File: config.mk
export PLATFORM = sky130hd
export DESIGN_NAME = dsc_top
export DESIGN_NICKNAME = d
export VERILOG_FILES = /design/src/dsc_pkg.sv /design/src/dsc_nvstore.sv /design/src/dsc_top.sv
export SDC_FILE = /design/constraint.sdc
export NUM_CORES = 1
export LEC_CHECK = 0
export BUFFER_PORTS_ARGS = -buffer_cell sky130_fd_sc_hd__buf_2
export CAP_MARGIN = 40
export CORE_MARGIN = 2
export CORE_UTILIZATION = 38
export DETAILED_ROUTE_END_ITERATION = 10
export SYNTH_ARGS = -nofsm -noshare
export SYNTH_HDL_FRONTEND = slang
export SYNTH_SLANG_ARGS = --single-unit
File: constraint.sdc
create_clock -name CORE_CLK -period 5.3 [get_ports CORE_CLK]
set_input_delay 0.795 -clock CORE_CLK [delete_from_list [all_inputs] [get_ports CORE_CLK]]
set_output_delay 0.795 -clock CORE_CLK [all_outputs]
set_load 0.03 [all_outputs]
File: src/dsc_pkg.sv
// package for the distribution source configuration block
// assumes an AXI4-Lite register bus with 32-bit data
package dsc_pkg;
  // register indices; one aligned word each, byte address is four times the index
  localparam logic [9:0] IDX_PLL_CTRL = 10'h010;
  localparam logic [9:0] IDX_VCO_DIV = 10'h1E0;
  localparam logic [9:0] IDX_DIST_SRC = 10'h1E1;
  localparam logic [9:0] IDX_NV_CTRL = 10'h1F0;
  localparam logic [9:0] IDX_STATUS = 10'h1F4;
  // register byte addresses
  localparam logic [11:0] ADDR_PLL_CTRL = {IDX_PLL_CTRL, 2'h0};
  localparam logic [11:0] ADDR_VCO_DIV = {IDX_VCO_DIV, 2'h0};
  localparam logic [11:0] ADDR_DIST_SRC = {IDX_DIST_SRC, 2'h0};
  localparam logic [11:0] ADDR_NV_CTRL = {IDX_NV_CTRL, 2'h0};
  localparam logic [11:0] ADDR_STATUS = {IDX_STATUS, 2'h0};
  // field positions
  localparam int PLL_PWR_LSB = 0;
  localparam int PFD_POL_BIT = 7;
  localparam int BYPASS_BIT = 0;
  localparam int SRC_SEL_BIT = 1;
  localparam int NV_SAVE_BIT = 0;
  localparam int NV_LOAD_BIT = 1;
  // field codes
  localparam logic [1:0] PLL_PWR_ON = 2'h0;
  localparam logic [1:0] PLL_PWR_DOWN = 2'h1;
  localparam logic [2:0] VCO_DIV_BY2 = 3'h0;
  localparam logic [2:0] VCO_DIV_MAX_CODE = 3'h5;
  // reset values
  localparam logic [7:0] RST_PLL_CTRL = 8'h01;
  localparam logic [7:0] RST_VCO_DIV = 8'h00;
  localparam logic [7:0] RST_DIST_SRC = 8'h00;
  // bus answers
  localparam logic [1:0] RESP_OKAY = 2'h0;
  localparam logic [1:0] RESP_SLVERR = 2'h2;
  localparam int NV_WIDTH = 24;
  typedef enum logic [1:0] {NV_IDLE, NV_SAVE, NV_LOAD} dsc_nv_state_t;
endpackage

File: src/dsc_nvstore.sv
// nonvolatile image of the configuration registers
// assumes a storage whose image survives RST; RST clears its valid flag
`timescale 1ns/10ps
`default_nettype none
module dsc_nvstore
  import dsc_pkg::*;
#(
  parameter int W = NV_WIDTH
) (
  input wire logic clk,
  input wire logic rst,
  input wire logic save,
  input wire logic [W-1:0] save_data,
  output logic valid,
  output logic [W-1:0] image
);
  logic [W-1:0] image_r;
  logic valid_r;
  // stored image is not touched by reset
  always_ff @(posedge clk) begin
    if (save) begin
      image_r <= save_data;
    end
  end
  always_ff @(posedge clk or posedge rst) begin
    if (rst) begin
      valid_r <= 1'b0;
    end else if (save) begin
      valid_r <= 1'b1;
    end
  end
  assign valid = valid_r;
  assign image = image_r;
endmodule
`default_nettype wire

File: src/dsc_top.sv
// distribution source configuration with an AXI4-Lite slave
// assumes a single 100 MHz clock and external vco or clock source
`timescale 1ns/10ps
`default_nettype none
// Overview of operation
// - power field 01b downs pll, 00b runs
// - bypass bit routes source around vco divider
// - source bit 0 selects differential clock input
// - polarity bit 0 positive, 1 negative
// - reset: pll down, divider used, by two
// - pll on with source bit 0 feeds vco into prescaler
// - configuration saves to nonvolatile storage
module dsc_top
  import dsc_pkg::*;
(
  // clock and reset
  input wire logic CORE_CLK,
  input wire logic RST,
  // axi4-lite write
  input wire logic [11:0] S_AXI_AWADDR,
  input wire logic S_AXI_AWVALID,
  output logic S_AXI_AWREADY,
  input wire logic [31:0] S_AXI_WDATA,
  input wire logic [3:0] S_AXI_WSTRB,
  input wire logic S_AXI_WVALID,
  output logic S_AXI_WREADY,
  output logic [1:0] S_AXI_BRESP,
  output logic S_AXI_BVALID,
  input wire logic S_AXI_BREADY,
  // axi4-lite read
  input wire logic [11:0] S_AXI_ARADDR,
  input wire logic S_AXI_ARVALID,
  output logic S_AXI_ARREADY,
  output logic [31:0] S_AXI_RDATA,
  output logic [1:0] S_AXI_RRESP,
  output logic S_AXI_RVALID,
  input wire logic S_AXI_RREADY,
  // clock path controls
  output logic PLL_POWER_DOWN,
  output logic PFD_POLARITY_NEG,
  output logic VCO_DIV_BYPASS,
  output logic SRC_SEL_CLK_INPUT,
  output logic [2:0] VCO_DIV_RATIO_M1,
  output logic PRESCALER_FROM_EXT_VCO
);
  logic [7:0] pll_ctrl_r;
  logic [7:0] vco_div_r;
  logic [7:0] dist_src_r;
  logic [11:0] awaddr_r;
  logic [31:0] wdata_r;
  logic [3:0] wstrb_r;
  logic aw_have_r;
  logic w_have_r;
  logic awready_r;
  logic wready_r;
  logic bvalid_r;
  logic [1:0] bresp_r;
  logic arready_r;
  logic rvalid_r;
  logic [31:0] rdata_r;
  logic [1:0] rresp_r;
  logic nv_save_r;
  logic load_done_r;
  dsc_nv_state_t nv_state_r;
  logic pll_down_r;
  logic pfd_neg_r;
  logic bypass_r;
  logic src_clk_r;
  logic [2:0] div_m1_r;
  logic presc_ext_r;
  logic nv_valid;
  logic [NV_WIDTH-1:0] nv_image;

  // address decode
  function automatic logic known_addr(input logic [11:0] a);
    return (a == ADDR_PLL_CTRL) || (a == ADDR_VCO_DIV) || (a == ADDR_DIST_SRC)
      || (a == ADDR_NV_CTRL) || (a == ADDR_STATUS);
  endfunction

  wire aw_take = S_AXI_AWVALID && awready_r;
  wire w_take = S_AXI_WVALID && wready_r;
  wire aw_now = aw_have_r || aw_take;
  wire w_now = w_have_r || w_take;
  wire [11:0] wr_addr = aw_take ? S_AXI_AWADDR : awaddr_r;
  wire [31:0] wr_data = w_take ? S_AXI_WDATA : wdata_r;
  wire [3:0] wr_strb = w_take ? S_AXI_WSTRB : wstrb_r;
  wire wr_go = aw_now && w_now && !bvalid_r;
  wire wr_lane0 = wr_go && wr_strb[0];
  wire wr_pll = wr_lane0 && (wr_addr == ADDR_PLL_CTRL);
  wire wr_div = wr_lane0 && (wr_addr == ADDR_VCO_DIV);
  wire wr_src = wr_lane0 && (wr_addr == ADDR_DIST_SRC);
  wire wr_nv = wr_lane0 && (wr_addr == ADDR_NV_CTRL);
  wire [1:0] wr_resp = known_addr(wr_addr) ? RESP_OKAY : RESP_SLVERR;
  wire [NV_WIDTH-1:0] nv_save_data = {dist_src_r, vco_div_r, pll_ctrl_r};
  wire do_load = nv_state_r == NV_LOAD;

  // write channel
  always_ff @(posedge CORE_CLK or posedge RST) begin
    if (RST) begin
      aw_have_r <= 1'b0;
      w_have_r <= 1'b0;
      awaddr_r <= 12'h000;
      wdata_r <= 32'h00000000;
      wstrb_r <= 4'h0;
      awready_r <= 1'b1;
      wready_r <= 1'b1;
      bvalid_r <= 1'b0;
      bresp_r <= RESP_OKAY;
    end else begin
      if (aw_take) begin
        awaddr_r <= S_AXI_AWADDR;
      end
      if (w_take) begin
        wdata_r <= S_AXI_WDATA;
        wstrb_r <= S_AXI_WSTRB;
      end
      if (wr_go) begin
        aw_have_r <= 1'b0;
        w_have_r <= 1'b0;
        awready_r <= 1'b0;
        wready_r <= 1'b0;
        bvalid_r <= 1'b1;
        bresp_r <= wr_resp;
      end else begin
        aw_have_r <= aw_now;
        w_have_r <= w_now;
        awready_r <= !aw_now && !bvalid_r;
        wready_r <= !w_now && !bvalid_r;
        if (bvalid_r && S_AXI_BREADY) begin
          bvalid_r <= 1'b0;
          awready_r <= 1'b1;
          wready_r <= 1'b1;
        end
      end
    end
  end

  // configuration registers; loaded from storage on request
  always_ff @(posedge CORE_CLK or posedge RST) begin
    if (RST) begin
      pll_ctrl_r <= RST_PLL_CTRL;
      vco_div_r <= RST_VCO_DIV;
      dist_src_r <= RST_DIST_SRC;
    end else if (do_load) begin
      pll_ctrl_r <= nv_image[7:0];
      vco_div_r <= nv_image[15:8];
      dist_src_r <= nv_image[23:16];
    end else begin
      if (wr_pll) begin
        pll_ctrl_r <= wr_data[7:0];
      end
      if (wr_div) begin
        vco_div_r <= wr_data[7:0];
      end
      if (wr_src) begin
        dist_src_r <= wr_data[7:0];
      end
    end
  end

  // save and load sequencing
  always_ff @(posedge CORE_CLK or posedge RST) begin
    if (RST) begin
      nv_state_r <= NV_IDLE;
      nv_save_r <= 1'b0;
      load_done_r <= 1'b0;
    end else begin
      nv_save_r <= 1'b0;
      unique case (nv_state_r)
        NV_IDLE: begin
          if (wr_nv && wr_data[NV_SAVE_BIT]) begin
            nv_state_r <= NV_SAVE;
            nv_save_r <= 1'b1;
          end else if (wr_nv && wr_data[NV_LOAD_BIT] && nv_valid) begin
            nv_state_r <= NV_LOAD;
          end
        end
        NV_SAVE: begin
          nv_state_r <= NV_IDLE;
        end
        NV_LOAD: begin
          nv_state_r <= NV_IDLE;
          load_done_r <= 1'b1;
        end
      endcase
    end
  end

  dsc_nvstore #(.W(NV_WIDTH)) u_nv (
    .clk(CORE_CLK),
    .rst(RST),
    .save(nv_save_r),
    .save_data(nv_save_data),
    .valid(nv_valid),
    .image(nv_image)
  );

  // read channel
  wire [7:0] status_byte = {4'h0, load_done_r, nv_valid, nv_state_r};
  wire [7:0] rd_byte =
    (S_AXI_ARADDR == ADDR_PLL_CTRL) ? pll_ctrl_r :
    (S_AXI_ARADDR == ADDR_VCO_DIV) ? vco_div_r :
    (S_AXI_ARADDR == ADDR_DIST_SRC) ? dist_src_r :
    (S_AXI_ARADDR == ADDR_STATUS) ? status_byte : 8'h00;
  wire ar_take = S_AXI_ARVALID && arready_r;

  always_ff @(posedge CORE_CLK or posedge RST) begin
    if (RST) begin
      arready_r <= 1'b1;
      rvalid_r <= 1'b0;
      rdata_r <= 32'h00000000;
      rresp_r <= RESP_OKAY;
    end else if (ar_take) begin
      arready_r <= 1'b0;
      rvalid_r <= 1'b1;
      rdata_r <= {24'h000000, rd_byte};
      rresp_r <= known_addr(S_AXI_ARADDR) ? RESP_OKAY : RESP_SLVERR;
    end else if (rvalid_r && S_AXI_RREADY) begin
      rvalid_r <= 1'b0;
      arready_r <= 1'b1;
    end
  end

  // clock path decode
  wire [1:0] pwr_field = pll_ctrl_r[PLL_PWR_LSB +: 2];
  wire [2:0] div_code = vco_div_r[2:0];
  wire [2:0] div_m1 = (div_code > VCO_DIV_MAX_CODE) ? 3'h1 :
    ((div_code == VCO_DIV_BY2) ? 3'h1 :
    ((div_code == 3'h1) ? 3'h0 : div_code));

  always_ff @(posedge CORE_CLK or posedge RST) begin
    if (RST) begin
      pll_down_r <= 1'b1;
      pfd_neg_r <= 1'b0;
      bypass_r <= 1'b0;
      src_clk_r <= 1'b1;
      div_m1_r <= 3'h1;
      presc_ext_r <= 1'b0;
    end else begin
      pll_down_r <= pwr_field != PLL_PWR_ON;
      pfd_neg_r <= pll_ctrl_r[PFD_POL_BIT];
      bypass_r <= dist_src_r[BYPASS_BIT];
      src_clk_r <= !dist_src_r[SRC_SEL_BIT];
      div_m1_r <= div_m1;
      presc_ext_r <= (pwr_field == PLL_PWR_ON) && !dist_src_r[SRC_SEL_BIT];
    end
  end

  assign S_AXI_AWREADY = awready_r;
  assign S_AXI_WREADY = wready_r;
  assign S_AXI_BVALID = bvalid_r;
  assign S_AXI_BRESP = bresp_r;
  assign S_AXI_ARREADY = arready_r;
  assign S_AXI_RVALID = rvalid_r;
  assign S_AXI_RDATA = rdata_r;
  assign S_AXI_RRESP = rresp_r;
  assign PLL_POWER_DOWN = pll_down_r;
  assign PFD_POLARITY_NEG = pfd_neg_r;
  assign VCO_DIV_BYPASS = bypass_r;
  assign SRC_SEL_CLK_INPUT = src_clk_r;
  assign VCO_DIV_RATIO_M1 = div_m1_r;
  assign PRESCALER_FROM_EXT_VCO = presc_ext_r;

  // checks
  AST_PWR: assert property (@(posedge CORE_CLK) disable iff (RST)
    PLL_POWER_DOWN == ($past(pwr_field) != PLL_PWR_ON)) else $error("pll power wrong");
  AST_BYP: assert property (@(posedge CORE_CLK) disable iff (RST)
    $rose(dist_src_r[BYPASS_BIT]) |=> VCO_DIV_BYPASS) else $error("bypass late");
  AST_BYP0: assert property (@(posedge CORE_CLK) disable iff (RST)
    !dist_src_r[BYPASS_BIT] |=> !VCO_DIV_BYPASS) else $error("divider not used");
  AST_SRC: assert property (@(posedge CORE_CLK) disable iff (RST)
    !dist_src_r[SRC_SEL_BIT] |=> SRC_SEL_CLK_INPUT) else $error("source not clk");
  AST_POL: assert property (@(posedge CORE_CLK) disable iff (RST)
    wr_pll |-> ##2 PFD_POLARITY_NEG == $past(wr_data[PFD_POL_BIT], 2)) else $error("polarity");
  AST_DIV2: assert property (@(posedge CORE_CLK) disable iff (RST)
    div_code == VCO_DIV_BY2 |=> VCO_DIV_RATIO_M1 == 3'h1) else $error("div code 0");
  AST_DIVN: assert property (@(posedge CORE_CLK) disable iff (RST)
    div_code inside {[3'h2:VCO_DIV_MAX_CODE]} |=> VCO_DIV_RATIO_M1 == $past(div_code))
    else $error("div code ratio");
  AST_RST: assert property (@(posedge CORE_CLK)
    $fell(RST) |-> PLL_POWER_DOWN && !VCO_DIV_BYPASS && VCO_DIV_RATIO_M1 == 3'h1)
    else $error("reset state");
  AST_RSTV: assert property (@(posedge CORE_CLK)
    $fell(RST) |-> SRC_SEL_CLK_INPUT && !PFD_POLARITY_NEG && !PRESCALER_FROM_EXT_VCO)
    else $error("reset outputs");
  AST_PRESC: assert property (@(posedge CORE_CLK) disable iff (RST)
    PRESCALER_FROM_EXT_VCO |-> !PLL_POWER_DOWN) else $error("prescaler feed");
  AST_SAVE: assert property (@(posedge CORE_CLK) disable iff (RST)
    nv_save_r |=> nv_valid ##0 nv_image == $past(nv_save_data)) else $error("save lost");
  AST_LOAD: assert property (@(posedge CORE_CLK) disable iff (RST)
    do_load |=> {dist_src_r, vco_div_r, pll_ctrl_r} == $past(nv_image))
    else $error("load lost");
  AST_WRAK: assert property (@(posedge CORE_CLK) disable iff (RST)
    wr_go |=> S_AXI_BVALID && !S_AXI_AWREADY && !S_AXI_WREADY) else $error("write answer");
  AST_RDZ: assert property (@(posedge CORE_CLK) disable iff (RST)
    ar_take && !known_addr(S_AXI_ARADDR) |=> S_AXI_RDATA == 32'h00000000
    && S_AXI_RRESP == RESP_SLVERR) else $error("unmapped read");
  COV_WR: cover property (@(posedge CORE_CLK) disable iff (RST) wr_go ##1 bvalid_r);
  COV_RD: cover property (@(posedge CORE_CLK) disable iff (RST) ar_take ##1 rvalid_r);
  COV_PLLON: cover property (@(posedge CORE_CLK) disable iff (RST) $fell(PLL_POWER_DOWN));
  COV_LOAD: cover property (@(posedge CORE_CLK) disable iff (RST) do_load);
  COV_SAVE: cover property (@(posedge CORE_CLK) disable iff (RST) nv_save_r);
endmodule
`default_nettype wire

After elaboration in Yosys (flattened, before gate mapping) --
Index checks and enable logic that the tools add are counted.
Word-level totals: output and inout bits 49, logic and storage cells 119, bits in registers 101, bits of input ports 67
Operators by class: muxes and demuxes 35, eq/ne operators 14, order comparisons 1, reductions and logical operators 42
Operator list (number):
- $eq A12 B11 Y1 const B | 8
- $mux W8 | 10
- $eq A12 B7 Y1 const B | 2
- $logic_and A1 B1 Y1 | 18
- $mux W1 | 15
- $mux W12 | 1
- $reduce_bool A2 Y1 | 6
- $logic_or A1 B1 Y1 | 10
- $mux W3 | 3
- $mux W2 | 4
- $logic_not A1 Y1 | 4
- $logic_not A2 Y1 | 2
- $mux W4 | 1
- $pmux W2 S2 | 1
- $eq A3 B1 Y1 const B | 1
- $gt A3 B3 Y1 const B | 1
- $logic_not A3 Y1 | 1
- $ne A3 B3 Y1 const B | 1
- $eq A2 B1 Y1 const B | 1
- $eq A2 B2 Y1 const B | 1
- $reduce_or A2 Y1 | 1

Logic depth before layout (Yosys ltp) --
Gate-level depths: netlist (run 1).
depth after elaboration 11, depth in mapped cells 8, depth with buffers taken out 6

Hierarchy --
From an unflattened synthesis (run 1), not the netlist that was laid out.
Unflattened totals: cell total of the unflattened synthesis 384, area total of the unflattened synthesis 4415.5 um^2
Modules (own cells, without submodules):
- dsc_top | times used 1, sequential area each 1860.5 um^2, cells an instance 357, area an instance 3659.8 um^2
- dsc_nvstore | times used 1, sequential area each 745.7 um^2, cells an instance 27, area an instance 755.7 um^2

Worst setup path before layout (run 1) --
Ideal clock, no wire load.
kind input to register, start point input S_AXI_ARADDR[7], end point register rdata_r[7], in the netlist S_AXI_RDATA[7], data required time 5174 ps, setup time 126 ps, setup slack 2845 ps, path buffers 2, stages on the path 7, data arrival time 2330 ps, cell sequence or4_1 -> or3b_1 -> buf_2 -> or2_0 -> buf_6 -> o21ai_1 -> o21ai_1
On the way: cells in the longest elaborated chain, start to end 4, elaborated cells between the ends (all ways) 6, classes of those cells eq/ne (3); mux (3)
Ends and longest elaborated chain:
- from (decl) | line dsc_top.sv:31 | input wire logic [11:0] S_AXI_ARADDR,
- $eq A12 B11 Y1 | line dsc_top.sv:203 | (S_AXI_ARADDR == ADDR_DIST_SRC) ? dist_src_r :
- $mux W8 | line dsc_top.sv:203
- $mux W8 | line dsc_top.sv:202 | (S_AXI_ARADDR == ADDR_VCO_DIV) ? vco_div_r :
- $mux W8 * | line dsc_top.sv:201 | (S_AXI_ARADDR == ADDR_PLL_CTRL) ? pll_ctrl_r :
- to (signal assigned) | line dsc_top.sv:216 | rdata_r <= {24'h000000, rd_byte};
- to (decl) | line dsc_top.sv:60 | logic [31:0] rdata_r;
Mark *: on every way between the ends. The rest lies on a longest branch, timed or not. A chain may end at the register's enable or synchronous reset.

Worst setup path in the final report (run 1) --
start point input S_AXI_AWVALID, end point register dist_src_r[5]
On the way: cells in the longest elaborated chain, start to end 7, elaborated cells between the ends (all ways) 9, classes of those cells eq/ne (1); mux (1); reduce/logical (7)
Ends and longest elaborated chain:
- from (decl) | line dsc_top.sv:21 | input wire logic S_AXI_AWVALID,
- $logic_and A1 B1 Y1 * | line dsc_top.sv:80 | wire aw_take = S_AXI_AWVALID && awready_r;
- branches (longest 4 deep; another with $mux W12)
- $logic_and A1 B1 Y1 * | line dsc_top.sv:91 | wire wr_src = wr_lane0 && (wr_addr == ADDR_DIST_SRC);
- $reduce_bool A2 Y1 (no source line) *
- to (signal assigned) | line dsc_top.sv:147 | dist_src_r <= nv_image[23:16];
- to (signal assigned) | line dsc_top.sv:156 | dist_src_r <= wr_data[7:0];
- to (decl) | line dsc_top.sv:48 | logic [7:0] dist_src_r;
Every way passes the cells marked *.

==> impl_results.md, run 1 <==
* Status: finished clean
* Crit-path cells: buf_2 -> nand2_2 -> nand3b_1 -> a2111oi_4 -> buf_4 -> a31oi_1 -> o31ai_1
* Clk_skew at 0.00499 ns
* Site Rows at 40
* Leakage at 2.40 nW
* Place WS at 2.12 ns
* CTS hold repair buffers at 0
* Antenna violations before repair at 0
* Number of fill cells at 1169
* Largest cells by area after synthesis: dfrtp_1, edfxtp_1, buf_4
* Antenna cells at 0
* Mapped Cells at 442
* Non-filler instance count after layout at 666
* Post-Route WL at 11100 um
* Synth Register Bits at 99
* DRT iter0 DRCs at 229
* Gr ovfl total at 0
* Most numerous cell in the Yosys netlist: dfrtp_1
* Synthesized area at 4750 sq um
* Clk slew on worst S/H paths at 0.06 ns
* Crit path max fanout at 17
* Most common library cells after synthesis: dfrtp_1, nand2_1, buf_4
* Switch share at 38.3%
* Slowest CP cell: a2111oi_4
* Maxcap violations at 0
* CTS tree: built
* Cell taking the most area after synthesis: dfrtp_1
* Relative slew margins at 35.7%
* # IOs at 116
* Clk root buf: clkbuf_16
* Syn avg cell area at 10.7 sq um
* Ys Warns at 0
* Nets at 562
* ANT nets after route at 0
* First drt pass iteration count at 4
* Core Footprint at 12100 sq um
* Min setup slack post-route at 2.44 ns
* Worst path max stage delay at 0.93 ns
* Sequential Power Share at 44.9%
* Internal at 1.73 mW
* GRT Util Overall at 17.4%
* First-pass GRT wire length at 17800 um
* H-tree depth at 3
* Vias per std cell at 5.35
* EDFF count, synth at 24
* Top cell type's share of synthesized area at 35.8%
* Worst path required time at 5.54 ns
* Final hold slack at 0.409 ns
* Fin. Hold Viols at 0
* Die Area at 13400 sq um
* Setup CP Type: input pin to flop
* Total clock sinks at 99
* Routability Congestion at 0.775
* Worst Max-Slew Pin Slew at 0.965 ns
* Postcts setup bufs at 0
* Die X at 116 um
* Initial Util at 39.2%
* Fraction of layout cells with a size suffix above 1 at 21.5%
* Fin crit share at 54.0%
* Post-Place Cells at 650
* Worst skew pair latency at 0.34 ns
* TritonCTS Buffers at 9
* Area Overhead vs Synth at 13.6%
* Number of port buffers at 62
* Vias in the first global route at 3358
* Post-route DRC violation count at 0
* Sw power at 1.07 mW
* Slew Limit Fails at 0
* Logic pwr share at 33.3%
* Fmax at 349 MHz
* Worst Setup End Kind: flop
* Vias post-DR at 3566
* Clock buffer depth at 2
* Worst EP arrival at 3.10 ns
* RSZ-0062 raised after global routing: no
* PD cells at 519 nW/um^2
* CP Launch Type: input pin
* TNS Setup at 0 ns
* DR WL/cell at 16.6 um
* Die height at 116 um
* Maximum VDD drop at 0.205 mV
* Asr flop ratio synth at 75.8%
* Largest net degree at the start of global routing at 62
* Final HPWL DP at 7540 um
* Final setup viols at 0
* Clk pwr share at 21.8%
* Worst hold path type: input pin to asynchronous set/reset pin
* Post-synthesis sequential area ratio at 54.9%
* Synth Flop Type: dfrtp_1
* Minimum clock period at 2.86 ns
* Distinct cells, synth at 57
* CTS resizes at 0
==> flip-flops by register name, summed over array words and instances, names as in the netlist, 2 cells and up <==
name,cells
VCO_DIV_RATIO_M1,3
awaddr_r,12
S_AXI_RDATA,8
dist_src_r,8
pll_ctrl_r,8
u_nv.image,24
nv_state_r,2
vco_div_r,8
wdata_r,8
==> power groups by stage <==
| stage | sequential, mW | clock (mW) | combinational, mW |
|---|---|---|---|
| 5_1_grt | 1.29 | 0.660 | 1.04 |
| 6_report | 1.26 | 0.611 | 0.932 |
| 4_1_cts | 1.26 | 0.632 | 0.938 |
| 2_1_floorplan | 1.29 | 0 | 0.645 |
| 3_3_place_gp | 1.26 | 0 | 0.911 |
| 3_5_place_dp | 1.26 | 0 | 0.936 |
==> per-stage QoR <==
step                utilization, %  cell area [sq um]  power (mW)
CTS                           44.5               5390        2.83
global route                  44.5               5390        2.99
global placement              41.9               5080        2.17
detailed placement            42.3               5120        2.20
finish                        44.5               5390        2.80
floorplan                        -               4840        1.93
==> final timing paths <==
kind,start,to,slack [ns],depth (start not counted)
max reg2reg,S_AXI_AWREADY,dist_src_r[5],2.44,6
min,RST,S_AXI_BVALID,0.41,2
min reg2reg,u_nv.image[3],pll_ctrl_r[3],0.45,2
max in group asynchronous,RST,S_AXI_RDATA[0],3.79,3
max,S_AXI_AWVALID,dist_src_r[5],2.44,7
min in group CORE_CLK,u_nv.image[3],pll_ctrl_r[3],0.45,2
==> metal layers <==
layer,vias up,part of all wire [%],global-route usage [%]
li1,1681,-,-
met1,1763,45,24.5
met2,116,47,26.4
met3,6,6.9,4.97
met4,0,0.89,5.24
met5,-,0,0
==> critical path, delay by kind of cell <==
family	cells	cell delay [ns]
compound gates	3	1.30
buf+inv	2	0.51
simple gates	2	0.48
==> layout by cell type, fill, tap and decap left out, types with 3 or more instances in the layout <==
cell type,count
dfrtp_1,68
buf_2,62
nand2_1,46
conb_1,26
a31oi_1,24
edfxtp_1,24
inv_1,21
nor2_1,19
o21ai_0,19
o21ai_1,19
a41o_1,18
mux2i_1,13
a21oi_1,12
o31ai_1,11
nor4_1,9
clkbuf_16,9
a221oi_1,8
dfstp_2,7
nand4_1,7
and3_1,6
and2_1,5
mux2_2,5
buf_4,5
or2_2,4
clkbuf_1,4
and4_1,3
nand3b_1,3
==> logic make-up after synthesis <==
kind of cell             after synthesis  share of synthesized area (%)
multiplexers                          18                           3.93
buffers and inverters                 77                           8.83
AO/OA/AOI/OAI                        125                           18.4
flip-flops                            99                           54.9
AND/OR/NAND/NOR                      120                           13.4
adder cells (fa/ha/maj)                2                          0.527
other                                  1                         0.0790
==> final cells by class <==
type | instances | area (sq um) | share of cell area, %
inverters | 23 | 86.3 | 1.60
flip-flops and latches | 99 | 2610 | 48.3
repair buffers | 69 | 387 | 7.17
clock buffers | 15 | 268 | 4.96
multi-input cells | 291 | 1830 | 33.9
well taps | 168 | 210 | 3.90
clock inverters | 1 | 7.51 | 0.139
No activity file was read; power rests on OpenSTA's default activity.
==> run 2: changes to the inputs <==
Settings changed: ABC_AREA from default to 1.
Clock period 5.3 ns to 2.5 ns, I/O delays scaled along.
==> run 2 against run 1 <==
  * Clock skew is 0.0027 ns higher
  * Non-clock buffer count grew 1
  * Routed wire length down 8.9%
==> impl_results.md, run 2 <==
* Slew Limit Fails at 0 (unchanged)
* EDFF count, synth at 24 (unchanged)
* Leakage at 2.76 nW (was 2.40 nW)
* FF-to-FF setup slack at 0.46 ns (was 2.44 ns)
* Initial Util at 38.9% (was 39.2%)
* Commonest non-fill, non-tap cell in the layout: nand2_1 (was dfrtp_1)
* GR peak layer: met2 (unchanged)
* Worst skew pair latency at 0.34 ns (about the same)
* Most common library cells after synthesis: nand2_1, dfrtp_1, inv_1, nand3_1, buf_4 (was dfrtp_1, nand2_1, buf_4)
* Fin. Hold Viols at 0 (unchanged)
* Non-filler instance count after layout at 763 (was 666)
* PD cells at 1130 nW/um^2 (was 519 nW/um^2)
* Gr ovfl total at 0 (unchanged)
* GR Util met3 at 3.11% (was 4.97%)
* Site Rows at 40 (unchanged)
* RSZ-0062 raised after global routing: no (unchanged)
* Worst Setup End Kind: flop (unchanged)
* Die height at 115 um (was 116 um)
* Synthesized area at 4700 sq um (was 4750 sq um)
* Simple logic cell fraction of the synthesized area at 31.4% (was 13.4%)
* CTS tree: built (unchanged)
* Minimum clock period at 2.04 ns
* Finished Core Util at 45.0% (was 44.5%)
* Critical Path Start: S_AXI_AWREADY (was S_AXI_AWVALID)
* Clk slew on worst S/H paths at 0.07 ns (was 0.06 ns)
* Routability Congestion at 0.782 (was 0.775)
* Status: finished clean (unchanged)
* Antenna cells at 0 (unchanged)
* Final setup viols at 0 (unchanged)
* Adder-Cell Fraction of Synth Area at 0.533% (was 0.527%)
* Post-synthesis compound-gate area fraction at 3.62% (was 18.4%)
* Clk root buf: clkbuf_16 (unchanged)
* CTS resizes at 0 (unchanged)
* Worst EP arrival at 2.33 ns (was 3.10 ns)
* Main combinational cell family by area after synthesis: simple AND/OR/NAND/NOR gates (was compound AO/OA/AOI/OAI gates)
* Placed cell areas at 5150 sq um (was 5120 sq um)
* Cell taking the most area after synthesis: dfrtp_1 (unchanged)
* Crit path max fanout at 18 (was 17)
* Worst hold path type: input pin to asynchronous set/reset pin (unchanged)
* Total clock sinks at 99 (unchanged)
* Area Overhead vs Synth at 15.7% (was 13.6%)
* Fin crit share at 81.6%
* Post-route DRC violation count at 0 (unchanged)
* Setup CP Type: flop to flop (was input pin to flop)
* Most frequent cells in the layout: nand2_1, dfrtp_1, buf_2 (was dfrtp_1, buf_2, nand2_1)
* First drt pass iteration count at 4 (unchanged)
* Met1 Use GR at 23.4% (was 24.5%)
* Top cell type's share of synthesized area at 36.2% (was 35.8%)
* Most numerous cell in the Yosys netlist: nand2_1 (was dfrtp_1)
* Die X at 115 um (was 116 um)
* Synth Register Bits at 99 (unchanged)
* Worst Max-Slew Pin Slew at 0.535 ns (was 0.965 ns)
* TritonCTS Buffers at 9 (unchanged)
* Synth Area in XOR/XNOR at 0% (unchanged)
* Number of port buffers at 62 (unchanged)
* Distinct cells, synth at 43 (was 57)
* TNS Setup at 0 ns (unchanged)
* CTS hold repair buffers at 0 (unchanged)
* Post-synthesis sequential area ratio at 55.5% (was 54.9%)
* Largest cells by area after synthesis: dfrtp_1, nand2_1, edfxtp_1 (was dfrtp_1, edfxtp_1, buf_4)
* First-pass GRT wire length at 16800 um (was 17800 um)
* Post-Place Cells at 747 (was 650)
* Ys Warns at 0 (unchanged)
* ANT nets after route at 0 (unchanged)
* Vias per std cell at 4.61 (was 5.35)
* Worst path required time at 2.79 ns (was 5.54 ns)
* Asr flop ratio synth at 75.8% (unchanged)
* Final HPWL DP at 7080 um (was 7540 um)
* Max reg flops at 24 (unchanged)
* Nets at 659 (was 562)
* Fmax at 490 MHz
* Number of fill cells at 1170 (was 1169)
* Die Area at 13300 sq um (was 13400 sq um)
* Core Footprint at 12100 sq um (about the same)
* Post-Route WL at 10100 um (was 11100 um)
* Maximum VDD drop at 0.412 mV (was 0.205 mV)
* # IOs at 116 (unchanged)
* Vias post-DR at 3521 (was 3566)
* Vias in the first global route at 3433 (was 3358)
* Largest net degree at the start of global routing at 53 (was 62)
* Worst r2r src: S_AXI_AWREADY (unchanged)
* CP Launch Type: flop (was input pin)
* Mapped Cells at 521 (was 442)
* DRT iter0 DRCs at 189 (was 229)
* Syn avg cell area at 9.01 sq um (was 10.7 sq um)
* Relative slew margins at 64.1% (was 35.7%)
* Antenna violations before repair at 0 (unchanged)
* Fraction of layout cells with a size suffix above 1 at 22.9% (was 21.5%)
* Synth Flop Type: dfrtp_1 (unchanged)
* GRT Util Overall at 16.2% (was 17.4%)
* GRT met2 Usage at 25.3% (was 26.4%)
* Final instance area at 5430 sq um (was 5390 sq um)
* Clk_skew at 0.00767 ns (was 0.00499 ns)
* Clock buffer depth at 2 (unchanged)
* H-tree depth at 3 (unchanged)
* Postcts setup bufs at 0 (unchanged)
* DR WL/cell at 13.2 um (was 16.6 um)
* Maxcap violations at 0 (unchanged)
* Mux share of post-synthesis cell area at 0% (was 3.93%)
## run 2: changes by cell type after synthesis, sizes merged, moves of 7 or more
| cell | previous run | this run |
|---|---|---|
| nand2 | 47 | 213 |
| nand3 | 1 | 43 |
| a31oi | 24 | 0 |
| o21ai | 38 | 17 |
| inv | 23 | 43 |
| a41o | 18 | 0 |
| mux2i | 13 | 0 |
| a21oi | 12 | 2 |
| clkbuf | 15 | 5 |
| nand4 | 7 | 17 |
| o31ai | 11 | 1 |
| a221oi | 8 | 0 |
| buf | 39 | 32 |
## run 2: power breakdown
group          internal (mW)  leakage, nW  switching, mW  total (mW)
clock                  0.703        0.143          0.601        1.30
combinational          0.674         1.48           1.63        2.30
sequential              2.23         1.14          0.297        2.53
total                   3.61         2.76           2.53        6.14
## run 2: routing by layer
| metal | vias up | part of all wire [%] |
|---|---|---|
| met4 | 0 | 0.54 |
| met3 | 2 | 4.2 |
| met5 | - | 0 |
| met2 | 84 | 45 |
| met1 | 1676 | 50 |
| li1 | 1759 | - |
## run 2: final cells by class
class | instances | area [sq um] | share of cell area [%]
sequential | 99 | 2610 | 48.0
multi-input combinational | 365 | 1770 | 32.5
timing repair buffer | 70 | 403 | 7.42
clock buffer | 10 | 239 | 4.40
tap | 168 | 210 | 3.87
inverter | 45 | 169 | 3.11
clock inverter | 6 | 38.8 | 0.714
## run 2: stage by stage
step           hold slack, ns  power [mW]  worst slack, ns
6_report               0.0620        6.14            0.459
5_1_grt                 0.105        6.59            0.231
4_1_cts                0.0669        6.19            0.444
3_5_place_dp            0.429        4.86            0.345
3_3_place_gp            0.431        4.79            0.396
2_1_floorplan           0.391        4.28            0.227
## run 2: cell families (layout without fill, tap and decap cells)
family	count (synthesis)	in the layout
and+or+nand+nor	311	311
adders and majority gates	2	2
DFF	99	99
buffers and inverters	82	131
other	1	26
AOI/OAI and AO/OA	26	26
## run 2: worst max-delay path, cell delays in order, from the launching register on
cell and delay [ns]:
dfstp_2 0.55, nand2_2 0.23, nand2_1 0.13, nand2_1 0.10
inv_1 0.07, nand2_1 0.10, nor3_2 0.24, nand4_4 0.24
nand2_4 0.19, nand2_1 0.08, nand2_1 0.06
## run 2: final timing paths
check                           cells past startpoint        endpoint
worst min-delay path                                2      wdata_r[5]
worst max register to register                     10   pll_ctrl_r[0]
min in group CORE_CLK                               2    S_AXI_RVALID
max in group asynchronous                           3   S_AXI_ARREADY
worst min register to register                      0  u_nv.image[22]
worst max-delay path                               10   pll_ctrl_r[0]
==> run 3: changes to the inputs <==
Clock period 2.5 ns to 1.93 ns, I/O delays scaled along.
==> run 3 against run 2 <==
  * Maximum frequency up 7.0%
  * Register-to-register slack worse by 0.44 ns
  * Non-clock buffer count up 16
  * Global-route usage up 0.63 points
==> impl_results.md, run 3 (synthesis gave the netlist of run 2 again) <==
* Minimum clock period at 1.91 ns (was 2.04 ns)
* # IOs at 116 (unchanged)
* Fin crit share at 98.8% (was 81.6%)
* Max reg flops at 24 (unchanged)
* CTS tree: built (unchanged)
* GRT Util Overall at 16.9% (was 16.2%)
* Worst hold path type: input pin to asynchronous set/reset pin (unchanged)
* DR WL/cell at 13.7 um (was 13.2 um)
* Worst path required time at 2.16 ns (was 2.79 ns)
* Worst skew pair latency at 0.35 ns (was 0.34 ns)
* Fmax at 524 MHz (was 490 MHz)
* Nets at 677 (was 659)
* DRT iter0 DRCs at 208 (was 189)
* Clk_skew at 0.0120 ns (was 0.00767 ns)
* Routability Congestion at 0.808 (was 0.782)
* Final instance area at 5790 sq um (was 5430 sq um)
* Non-filler instance count after layout at 781 (was 763)
* Sequential Power Share at 38.1% (was 41.2%)
* Placed cell areas at 5250 sq um (was 5150 sq um)
* Core Footprint at 12100 sq um (unchanged)
* Slew Limit Fails at 0 (unchanged)
* CP bufs+invs at 3 (was 1)
* Vias in the first global route at 3601 (was 3433)
* CP Launch Type: flop (unchanged)
* Crit-path cells: nand2_4 -> buf_12 -> nand2_4 -> nand2_4 -> inv_2 -> nand2_2 -> nor3_4 -> nand4_4 -> buf_4 -> nand3_1 -> nand2_1 (was nand2_2 -> nand2_1 -> nand2_1 -> inv_1 -> nand2_1 -> nor3_2 -> nand4_4 -> nand2_4 -> nand2_1 -> nand2_1)
* Post-Route WL at 10700 um (was 10100 um)
* Maxcap violations at 0 (unchanged)
* RSZ-0062 raised after global routing: yes (was no)
* Slowest CP cell: dfstp_2 (unchanged)
* Site Rows at 40 (unchanged)
* Setup CP Type: flop to flop (unchanged)
* Die height at 115 um (unchanged)
* Final setup viols at 0 (unchanged)
* Clk pwr share at 20.8% (was 21.2%)
* Area Overhead vs Synth at 23.2% (was 15.7%)
* Worst EP arrival at 2.14 ns (was 2.33 ns)
* H-tree depth at 3 (unchanged)
* PD cells at 1500 nW/um^2 (was 1130 nW/um^2)
* Clk root buf: clkbuf_16 (unchanged)
* Die X at 115 um (unchanged)
* Status: finished clean (unchanged)
* Vias per std cell at 4.68 (was 4.61)
* Fraction of layout cells with a size suffix above 1 at 30.0% (was 22.9%)
* Total clock sinks at 99 (unchanged)
* First drt pass iteration count at 4 (unchanged)
* Place WS at 0.0234 ns (was 0.345 ns)
* Min setup slack post-route at 0.0227 ns (was 0.459 ns)
* Number of port buffers at 62 (unchanged)
* Switch share at 41.1% (was 41.2%)
* Sw power at 3.56 mW (was 2.53 mW)
* Worst Setup End Kind: flop (unchanged)
* Worst path max stage delay at 0.57 ns (was 0.55 ns)
* Antenna cells at 0 (unchanged)
* Gr ovfl total at 0 (unchanged)
* Reg area at 2610 sq um (unchanged)
* Initial Util at 38.9% (unchanged)
* Post-Place Cells at 758 (was 747)
* Logic pwr share at 41.1% (was 37.5%)
* ANT nets after route at 0 (unchanged)
* Clk slew on worst S/H paths at 0.07 ns (about the same)
* CP top delay family: simple AND/OR/NAND/NOR gates (unchanged)
* Area of the multi-input gates at 1940 sq um (was 1770 sq um)
* CP most frequent cell: nand2_4 (was nand2_1)
* Vias post-DR at 3654 (was 3521)
* Post-route DRC violation count at 0 (unchanged)
* Largest net degree at the start of global routing at 76 (was 53)
* Commonest non-fill, non-tap cell in the layout: nand2_1 (unchanged)
* Most frequent cells in the layout: nand2_1, dfrtp_1, buf_2 (unchanged)
* Leakage at 2.92 nW (was 2.76 nW)
* Fin. Hold Viols at 0 (unchanged)
* Crit path max fanout at 7 (was 18)
* Die Area at 13300 sq um (unchanged)
* Internal at 5.10 mW (was 3.61 mW)
* Maximum VDD drop at 0.480 mV (was 0.412 mV)
* Number of fill cells at 1149 (was 1170)
* First-pass GRT wire length at 17300 um (was 16800 um)
* TritonCTS Buffers at 9 (unchanged)
* Final HPWL DP at 7180 um (was 7080 um)
* Antenna violations before repair at 0 (unchanged)
* Clock buffer depth at 2 (unchanged)
-- run 3: cell types whose count changed in the layout (fill, tap and decap cells not counted), sizes merged --
cell      previous run  this run
buf                 70        85
bufinv               0         1
clkbuf              10        11
clkinv               6         5
clkinvlp             0         1
inv                 45        44
nand2              213       215
-- run 3: stage by stage --
stage	TNS, ns	total power [mW]	hold WS, ns	util, %
after floorplan	0	5.54	0.386	-
after global placement	0	6.39	0.427	43.5
after detailed placement	0	6.46	0.435	43.5
after CTS	0	8.29	0.0600	45.9
after global routing	-1.78	9.30	0.0803	48.0
final	0	8.65	0.0184	48.0
-- run 3: final cells by class --
class	count	share of cell area, %
clock inverters	6	1.10
inverters	45	3.05
clock buffers	10	3.96
multi-input cells	367	33.5
flip-flops and latches	99	45.0
repair buffers	86	9.75
well taps	168	3.63
-- run 3: what timing repair did --
item / 4_1_cts / 5_1_grt
buffers inserted: 0 / 4
pin swaps: 0 / 17
gates resized for setup: 2 / 47
gates cloned: 0 / 3
hold buffers: 0 / 0
endpoints found under the setup margin: 1 / 26
-- run 3: metal layers --
metal  GRT usage (%)  vias up  wire, um
met5               0        -         0
met4            6.75        0       225
met3            3.27       18       598
met2            26.1      119      4770
met1            23.4     1715      5110
li1                -     1802         -
-- run 3: final timing paths --
| check | start | end | slack (ns) | cells after the start |
|---|---|---|---|---|
| setup reg to reg | S_AXI_AWREADY | pll_ctrl_r[4] | 0.02 | 11 |
| max in group asynchronous | RST | SRC_SEL_CLK_INPUT | 1.53 | 3 |
| hold / removal | RST | aw_have_r | 0.02 | 3 |
| setup / recovery | S_AXI_AWREADY | pll_ctrl_r[4] | 0.02 | 11 |
| min in group CORE_CLK | S_AXI_RREADY | S_AXI_RVALID | 0.14 | 2 |
| hold reg to reg | dist_src_r[4] | u_nv.image[20] | 0.45 | 0 |
-- run 3: worst reg2reg max path, delay by kind of cell, from the launching register on --
| kind | cells | cell delay (ns) |
|---|---|---|
| simple gates | 8 | 0.82 |
| flops | 1 | 0.57 |
| buf+inv | 3 | 0.40 |
-- run 3: power groups by stage --
stage          clock [mW]  combinational, mW  sequential [mW]
2_1_floorplan           0               2.04             3.51
3_3_place_gp            0               3.10             3.28
3_5_place_dp            0               3.16             3.31
4_1_cts              1.83               3.18             3.28
5_1_grt              1.91               4.01             3.38
6_report             1.80               3.56             3.30
